### src/design/ossq_params.svh
// Constants for the operating state switch sequencer
// Behaviour
// - Regulator bit 6: 0 normal, 1 low-power
// - Protect bit 0 gates flash mode writes
// - Each button press advances one state
// - States 0-3 follow the measurement table
// - State 3 to HS or error; 7 wraps
// - Core halts until button interrupt wakes; code halts only while measurement mode is active
// - Only main clock runs; peripherals stopped; code stops them only in measurement mode
// - GPIO driven low, debug pin stays input; code enables the outputs only in measurement mode
`ifndef OSSQ_PARAMS_SVH
`define OSSQ_PARAMS_SVH
`define OSSQ_ADDR_W          4
`define OSSQ_OFS_REG_MODE    4'h0
`define OSSQ_OFS_WPROT       4'h1
`define OSSQ_OFS_FLASH_OPERATING_MODE_SELECT      4'h2
`define OSSQ_OFS_STATUS      4'h3
`define OSSQ_OFS_CTRL        4'h4
`define OSSQ_OFS_VOLT        4'h5
`define OSSQ_OFS_TARGET      4'h6
`define OSSQ_BIT_LP_SEL      6
`define OSSQ_BIT_WPERMIT     0
`define OSSQ_RST_REG_MODE    8'h00
`define OSSQ_RST_WPROT       8'h00
`define OSSQ_RST_FLASH_OPERATING_MODE_SELECT      2'h0
`define OSSQ_GPIO_W          8
`define OSSQ_DEBUG_PIN       0
`define OSSQ_ZERO8           8'h00
`define OSSQ_MHZ_4           5'h04
`define OSSQ_MHZ_8           5'h08
`define OSSQ_MHZ_16          5'h10
`define OSSQ_MHZ_1           5'h01
`endif

### src/design/ossq_pkg.sv
// Types for the operating state switch sequencer
package ossq_pkg;
    typedef enum logic [1:0] {
        OSSQ_FM_LV,
        OSSQ_FM_LS,
        OSSQ_FM_HS,
        OSSQ_FM_LP
    } ossq_flash_operating_mode_select_t;

    typedef enum logic [3:0] {
        OSSQ_ST0, OSSQ_ST1, OSSQ_ST2, OSSQ_ST3, OSSQ_ST4, OSSQ_ST4_ERR,
        OSSQ_ST5, OSSQ_ST6, OSSQ_ST7
    } ossq_state_t;

    typedef struct packed {
        ossq_flash_operating_mode_select_t mode;
        logic         use_middle_osc;
        logic         low_power_reg;
        logic [4:0]   freq_mhz;
    } ossq_setting_t;

    typedef struct packed {
        logic       wr;
        logic       rd;
        logic [3:0] addr;
        logic [7:0] wdata;
    } ossq_bus_t;
endpackage : ossq_pkg

### src/design/ossq_edge_sync.sv
// Two-flop synchroniser with rising-edge pulse
`timescale 1ns/1ps
module ossq_edge_sync (
    input  wire logic clk_sys_in,
    input  wire logic arst_n_in,
    input  wire logic async_in,
    output logic      pulse_out
);
    logic meta;
    logic sync;
    logic sync_d;

    always_ff @(posedge clk_sys_in or negedge arst_n_in) begin
        if (!arst_n_in) begin
            meta   <= 1'b0;
            sync   <= 1'b0;
            sync_d <= 1'b0;
            pulse_out <= 1'b0;
        end else begin
            meta   <= async_in;
            sync   <= meta;
            sync_d <= sync;
            pulse_out <= sync & ~sync_d;
        end
    end
endmodule : ossq_edge_sync

### src/design/ossq_sequencer.sv
// Operating state switch sequencer top level
`timescale 1ns/1ps
`include "ossq_params.svh"
module ossq_sequencer
    import ossq_pkg::*;
(
    input  wire logic                     clk_sys_in,
    input  wire logic                     arst_n_in,
    input  wire logic                     button_irq_in,
    input  wire logic [`OSSQ_ADDR_W-1:0]  addr_in,
    input  wire logic [7:0]               wdata_in,
    input  wire logic                     wr_in,
    input  wire logic                     rd_in,
    input  wire logic                     meas_mode_in,
    input  wire logic                     volt_ok_in,
    output logic [7:0]                    rdata_out,
    output logic [1:0]                    flash_mode_out,
    output logic                          regulator_lp_out,
    output logic                          middle_osc_sel_out,
    output logic [4:0]                    freq_mhz_out,
    output logic [3:0]                    state_out,
    output logic                          halt_out,
    output logic                          periph_stop_out,
    output logic [`OSSQ_GPIO_W-1:0]       gpio_out,
    output logic [`OSSQ_GPIO_W-1:0]       gpio_oe_out
);
    ////////////////////////////////////////////////////////////////////
    ossq_bus_t     bus;
    ossq_state_t   state;
    ossq_state_t   next_state;
    ossq_setting_t set_now;
    logic [7:0]    regulator_mode_control;
    logic [7:0]    flash_mode_write_protect;
    ossq_flash_operating_mode_select_t  flash_operating_mode_select;
    logic          meas_en;
    logic          press;
    logic          wr_reg_mode;
    logic          wr_wprot;
    logic          wr_flash_operating_mode_select;
    logic          wr_ctrl;
    logic          flash_mode_write_permit;
    logic          regulator_low_power_select;
    logic [7:0]    next_rdata;
    logic [7:0]    status_word;
    logic          volt_s1;
    logic          volt_s2;
    logic          meas_s1;
    logic          meas_pin;
    logic          halted;
    logic          meas_active;
    logic [7:0]    target_word;
    logic [7:0]    next_gpio_oe;

    assign bus = '{wr: wr_in, rd: rd_in, addr: addr_in, wdata: wdata_in};

    // Button is asynchronous: two flops, then one pulse per press
    ossq_edge_sync u_button (
        .clk_sys_in (clk_sys_in),
        .arst_n_in  (arst_n_in),
        .async_in   (button_irq_in),
        .pulse_out  (press)
    );

    ////////////////////////////////////////////////////////////////////
    // Register decode
    assign wr_reg_mode = bus.wr && bus.addr == `OSSQ_OFS_REG_MODE;
    assign wr_wprot    = bus.wr && bus.addr == `OSSQ_OFS_WPROT;
    assign wr_flash_operating_mode_select   = bus.wr && bus.addr == `OSSQ_OFS_FLASH_OPERATING_MODE_SELECT;
    assign wr_ctrl     = bus.wr && bus.addr == `OSSQ_OFS_CTRL;
    assign flash_mode_write_permit =
        flash_mode_write_protect[`OSSQ_BIT_WPERMIT];
    assign regulator_low_power_select =
        regulator_mode_control[`OSSQ_BIT_LP_SEL];
    assign status_word = {halted, meas_en, 2'h0, state};
    // Settings the current state stands for, read back by software
    assign target_word = {set_now.low_power_reg, set_now.use_middle_osc,
                          4'h0, set_now.mode};

    // Read data stand one cycle after the strobe, else zero
    assign next_rdata =
        !bus.rd ? `OSSQ_ZERO8 :
        bus.addr == `OSSQ_OFS_REG_MODE ? regulator_mode_control :
        bus.addr == `OSSQ_OFS_WPROT    ? flash_mode_write_protect :
        bus.addr == `OSSQ_OFS_FLASH_OPERATING_MODE_SELECT   ?
            {6'h00, flash_operating_mode_select} :
        bus.addr == `OSSQ_OFS_STATUS   ? status_word :
        bus.addr == `OSSQ_OFS_CTRL     ? {7'h00, meas_en} :
        bus.addr == `OSSQ_OFS_VOLT     ? {7'h00, volt_s2} :
        bus.addr == `OSSQ_OFS_TARGET   ? target_word :
        `OSSQ_ZERO8;

    ////////////////////////////////////////////////////////////////////
    // Measurement mode: pin or control bit
    assign meas_active  = meas_en | meas_pin;
    assign next_gpio_oe = meas_active ?
        ~(8'h01 << `OSSQ_DEBUG_PIN) : `OSSQ_ZERO8;

    ////////////////////////////////////////////////////////////////////
    // State sequence
    always_comb begin
        next_state = state;
        if (press) begin
            case (state)
                OSSQ_ST0:     next_state = OSSQ_ST1;
                OSSQ_ST1:     next_state = OSSQ_ST2;
                OSSQ_ST2:     next_state = OSSQ_ST3;
                // Supply level decides the fast branch
                OSSQ_ST3:     next_state = volt_s2 ? OSSQ_ST4
                                                   : OSSQ_ST4_ERR;
                OSSQ_ST4:     next_state = OSSQ_ST5;
                OSSQ_ST4_ERR: next_state = OSSQ_ST5;
                OSSQ_ST5:     next_state = OSSQ_ST6;
                OSSQ_ST6:     next_state = OSSQ_ST7;
                OSSQ_ST7:     next_state = OSSQ_ST0;
                default:      next_state = OSSQ_ST0;
            endcase
        end
    end

    // Setting table per state
    // Software applies mode and regulator; oscillator and frequency drive outputs
    always_comb begin
        case (state)
            OSSQ_ST0: set_now = '{OSSQ_FM_LV, 1'b0, 1'b0, `OSSQ_MHZ_4};
            OSSQ_ST1: set_now = '{OSSQ_FM_LV, 1'b1, 1'b0, `OSSQ_MHZ_4};
            OSSQ_ST2: set_now = '{OSSQ_FM_LS, 1'b1, 1'b1, `OSSQ_MHZ_4};
            OSSQ_ST4: set_now = '{OSSQ_FM_HS, 1'b0, 1'b0, `OSSQ_MHZ_16};
            OSSQ_ST6: set_now = '{OSSQ_FM_LP, 1'b1, 1'b0, `OSSQ_MHZ_1};
            default:  set_now = '{OSSQ_FM_LS, 1'b0, 1'b0, `OSSQ_MHZ_8};
        endcase
    end

    ////////////////////////////////////////////////////////////////////
    // Synchronisers for pin levels
    always_ff @(posedge clk_sys_in or negedge arst_n_in) begin
        if (!arst_n_in) begin
            volt_s1 <= 1'b0;
            volt_s2 <= 1'b0;
            meas_s1 <= 1'b0;
            meas_pin <= 1'b0;
        end else begin
            volt_s1 <= volt_ok_in;
            volt_s2 <= volt_s1;
            meas_s1 <= meas_mode_in;
            meas_pin <= meas_s1;
        end
    end

    // Registers
    always_ff @(posedge clk_sys_in or negedge arst_n_in) begin
        if (!arst_n_in) begin
            regulator_mode_control   <= `OSSQ_RST_REG_MODE;
            flash_mode_write_protect <= `OSSQ_RST_WPROT;
            meas_en                  <= 1'b0;
            rdata_out                <= `OSSQ_ZERO8;
        end else begin
            rdata_out <= next_rdata;
            // Only the defined bit of each register is stored
            if (wr_reg_mode) begin
                regulator_mode_control <=
                    wdata_in & (8'h01 << `OSSQ_BIT_LP_SEL);
            end
            if (wr_wprot) begin
                flash_mode_write_protect <=
                    wdata_in & (8'h01 << `OSSQ_BIT_WPERMIT);
            end
            if (wr_ctrl) begin
                meas_en <= wdata_in[0];
            end
        end
    end

    // Flash mode select, state and halt flag
    always_ff @(posedge clk_sys_in or negedge arst_n_in) begin
        if (!arst_n_in) begin
            state                       <= OSSQ_ST0;
            flash_operating_mode_select <= OSSQ_FM_LV;
            halted                      <= 1'b0;
        end else begin
            state <= next_state;
            // A protected write is dropped, not held for later
            if (wr_flash_operating_mode_select && flash_mode_write_permit) begin
                flash_operating_mode_select <= ossq_flash_operating_mode_select_t'(wdata_in[1:0]);
            end
            // Wake on the press; halt again from the next cycle
            if (press || !meas_active) begin
                halted <= 1'b0;
            end else begin
                halted <= 1'b1;
            end
        end
    end

    // Flash and clock settings
    always_ff @(posedge clk_sys_in or negedge arst_n_in) begin
        if (!arst_n_in) begin
            flash_mode_out     <= `OSSQ_RST_FLASH_OPERATING_MODE_SELECT;
            regulator_lp_out   <= 1'b0;
            middle_osc_sel_out <= 1'b0;
            freq_mhz_out       <= `OSSQ_MHZ_4;
            state_out          <= OSSQ_ST0;
        end else begin
            flash_mode_out     <= flash_operating_mode_select;
            regulator_lp_out   <= regulator_low_power_select;
            middle_osc_sel_out <= set_now.use_middle_osc;
            freq_mhz_out       <= set_now.freq_mhz;
            state_out          <= state;
        end
    end

    // Core and pin levels for current measurement
    always_ff @(posedge clk_sys_in or negedge arst_n_in) begin
        if (!arst_n_in) begin
            halt_out        <= 1'b0;
            periph_stop_out <= 1'b0;
            gpio_out        <= `OSSQ_ZERO8;
            gpio_oe_out     <= `OSSQ_ZERO8;
        end else begin
            halt_out        <= halted;
            periph_stop_out <= meas_active;
            gpio_out        <= `OSSQ_ZERO8;
            gpio_oe_out     <= next_gpio_oe;
        end
    end
endmodule : ossq_sequencer

### config.mk
export PLATFORM = sky130hd
export DESIGN_NAME = ossq_sequencer
export DESIGN_NICKNAME = d
export VERILOG_FILES = /design/src/design/ossq_pkg.sv /design/src/design/ossq_edge_sync.sv /design/src/design/ossq_sequencer.sv
export VERILOG_INCLUDE_DIRS = /design/src /design/src/design
export SDC_FILE = /design/constraint.sdc
export NUM_CORES = 1
export LEC_CHECK = 0
export BUFFER_PORTS_ARGS = -buffer_cell sky130_fd_sc_hd__buf_2
export CAP_MARGIN = 5
export CORE_AREA = 4 4 64 66
export CTS_CLUSTER_DIAMETER = 80
export DETAILED_ROUTE_END_ITERATION = 10
export DIE_AREA = 0 0 68 70
export GPL_ROUTABILITY_DRIVEN = 0
export PLACE_DENSITY_LB_ADDON = 0.2
export SLEW_MARGIN = 20
export SYNTH_ARGS = -nofsm -noshare
export SYNTH_HDL_FRONTEND = slang
export SYNTH_SLANG_ARGS = --single-unit
export TNS_END_PERCENT = 100
### constraint.sdc
create_clock -name clk_sys_in -period 1.9 [get_ports clk_sys_in]
set_clock_uncertainty 0.05 [all_clocks]
set_input_delay 0.095 -clock clk_sys_in [delete_from_list [all_inputs] [get_ports clk_sys_in]]
set_output_delay 0.095 -clock clk_sys_in [all_outputs]
set_load 0.01 [all_outputs]
==> impl_metrics.ini <==
[status]
status = finished clean

[die]
die_h_um = 70
core_area_mm2 = 0.00358
io_pins = 58
die_area_mm2 = 0.00476
start_util_pct = 45.4
rows = 22
die_w_um = 68

[logic_synthesis]
yosys_warnings = 0
synth_cell_type_count = 41
yosysSeqAreaShare_pct = 58.6
synthArstFlopShare_pct = 100
syn-cell-area_mm2 = 0.00162
synth_cells = 140
synth_edf_count = 0
synth.avg_cell_area_um2 = 11.6
synth_ff_type = dfrtp_1
synth-seq-cells = 38

[critical_path]
end_kind = flop
path_class = flop to flop
crit_fanout = 16
path_cells = nor4b_1, a31o_2, o2bb2ai_1
cpMaxStageDelayCell = dfrtp_1
slowest_delay_ns = 0.67
cp-startpoint = state[1]$_DFFE_PN0P_
rr_startpoint = state[1]$_DFFE_PN0P_
rr_worst_depth = 3
ff2ff_setup_slack_ns = 0.42
required_ns = 2.12
cp-start-kind = flop
arrival_ns = 1.70
r2r_end = rdata_out[6]$_DFF_PN0_

[sta]
setup_viol = 0
max-slew-margin-rel_pct = 48.1
fin_crit_ns = 1.48
drv_slew = 0
setup_tns_ns = 0
fmax_mhz = 674
rsz0062_at_grt = no
max_slew.worst_pin.slew_ns = 0.778
period_share_pct = 78.1
hold_violations = 0

[worst_hold_path]
hp-class = primary input to flop
holdPathEnd = rdata_out[3]$_DFF_PN0_
min_from = addr_in[1]
holdPathStages = 3

[clock_tree]
clkLatencyLatePin_ns = 0.34
cts_root_buffer = clkbuf_4
clk_transition_reported_paths_ns = 0.11
post_cts_buffers = 0
hold_buffers = 8
htreeDepth = 2
clock_path_buffers = 2
cts_tree = done
clock-sinks = 38
ctsResizeCount = 0
numCtsBuffers = 5

[global_route]
grt_use_met2_pct = 17.7
grt_pass1_vias = 981
antenna_found_initial = 0
use_met1_pct = 16.1
grt_pass1_wl_um = 4440
grt_max_degree = 39
top_usage_layer = met2
overflow = 0
gr-usage-all-layers_pct = 12.3
grtUsageMet3_pct = 5.31

[detailed_routing]
final_antenna_net_count = 0
drc = 0
drt_iter0_drc = 45
drt_wl_total_um = 2730
dr.pass1.iters = 4
via_count = 1078
wl_per_cell_um = 12.0
vias_per_cell = 4.73

[place]
dp.cells = 212
port_buffers = 40
dpl.hpwl_um = 1940

[power_and_ir_drop]
p_leak_nw = 0.948
switching_share_pct = 30.4
clkPwrFrac_pct = 27.6
p_sw_w = 0.000738
pwr-share-comb_pct = 24.9
power_density_mw_per_mm2 = 1250
intPower_w = 0.00169
vdd_drop_max_uv = 522
seqPwrFrac_pct = 47.6

[cells_and_area]
fill_cells = 324
drive_above_1_share_pct = 32.8
final_cells = 228
area_growth_pct = 19.3
diodes = 0
postLayoutCoreUtil_pct = 54.2
layout.nets = 198

[flow_run]
maxCapViolCount = 0
## critical path: cells and delay by family, from the launching register on
kind               cells  cell delay, ns
AOI/OAI and AO/OA      2            0.30
DFF                    1            0.67
and+or+nand+nor        1            0.40
## power groups by stage
stage | Combinational (W) | Sequential (W) | Clock, W
floorplan | 0.000445 | 0.00114 | 0
global route | 0.000674 | 0.00119 | 0.000728
detailed placement | 0.000595 | 0.00117 | 0
finish | 0.000603 | 0.00115 | 0.000668
global placement | 0.000588 | 0.00116 | 0
CTS | 0.000610 | 0.00115 | 0.000695
## kinds of logic (layout without fill, tap and decap cells)
logic type                after synthesis  count (layout)  synth area share [%]
DFF                                    38              38                  58.6
and+or+nand+nor                        37              37                  13.3
buffers and inverters                  32              61                  12.1
AOI/OAI and AO/OA                      24              24                  10.3
muxes                                   6               6                  4.31
xor gates and xnor gates                2               2                  1.08
other                                   1              12                 0.231
## sequential cells by signal (all words and copies together), names as in the netlist, 2 cells and up
name,cells
state_out,4
flash_mode_out,2
flash_operating_mode_select,2
freq_mhz_out,4
rdata_out,6
state,4
## stage by stage
| stage | total power, W | setup slack [ns] | area, µm² | hold slack, ns |
|---|---|---|---|---|
| floorplan | 0.00159 | 0.602 | 1670 | -0.251 |
| global placement | 0.00175 | 0.474 | 1750 | 0.153 |
| detailed placement | 0.00177 | 0.446 | 1750 | 0.154 |
| CTS | 0.00246 | 0.415 | 1940 | 0.0184 |
| global route | 0.00259 | 0.309 | 1940 | 0.0342 |
| finish | 0.00243 | 0.417 | 1940 | 0.0360 |
## cell usage after synthesis, drive strengths merged, types with 2 or more instances
cell type	count	area share, %
nor2	7	1.6
clkbuf	5	1.2
o2bb2ai	3	1.6
mux2	5	3.7
and2	3	1.2
o21ai	3	0.92
a21oi	6	1.8
nor3	3	0.92
xnor2	2	1.1
dfrtp	37	57
a211oi	2	0.92
inv	4	0.92
a22oi	2	0.92
nor4	2	0.77
nor3b	2	0.92
nor4b	3	1.6
nand2	6	1.4
nand3b	2	0.92
nand3	2	0.62
buf	23	10
## final cells by class
cell class,count,area [µm²],share of cell area [%]
clock buffers,5,37.5,1.94
clock inverters,3,68.8,3.55
inverters,4,15.0,0.775
multi-input cells,81,517,26.7
flip-flops and latches,38,952,49.1
well taps,48,60.1,3.10
repair buffers,49,288,14.8
## layer usage
metal	part of all wire (%)	wire (µm)
met4	1.9	53
met5	0	0
met1	43	1180
met3	8.6	234
met2	46	1270
## worst max path at each step
stage	end	depth (start not counted)
CTS	rdata_out[6]$_DFF_PN0_	3
floorplan	state[2]$_DFFE_PN0P_	5
global route	rdata_out[6]$_DFF_PN0_	3
detailed placement	rdata_out[6]$_DFF_PN0_	3
global placement	rdata_out[6]$_DFF_PN0_	3
finish	rdata_out[6]$_DFF_PN0_	3
## placed cells by master (no fill, tap or decap), types with 2 or more instances in the layout
cell           synthesis  routed
nor2_1                 7       7
inv_1                  3       3
dfrtp_1               37      37
nor3_1                 3       3
nor4_1                 2       2
and2_1                 3       3
nand3b_1               2       2
dlygate4sd3_1          0       8
buf_2                  4      40
nand3_1                2       2
o21ai_0                3       3
a22oi_1                2       2
bufinv_16              0       2
a21oi_1                6       6
clkbuf_4               0       5
o2bb2ai_1              3       3
xnor2_1                2       2
nor3b_1                2       2
nor4b_1                3       3
nand2_1                6       6
conb_1                 1      12
mux2_2                 4       4
a211oi_1               2       2
Power figures use the tool's default switching activity.
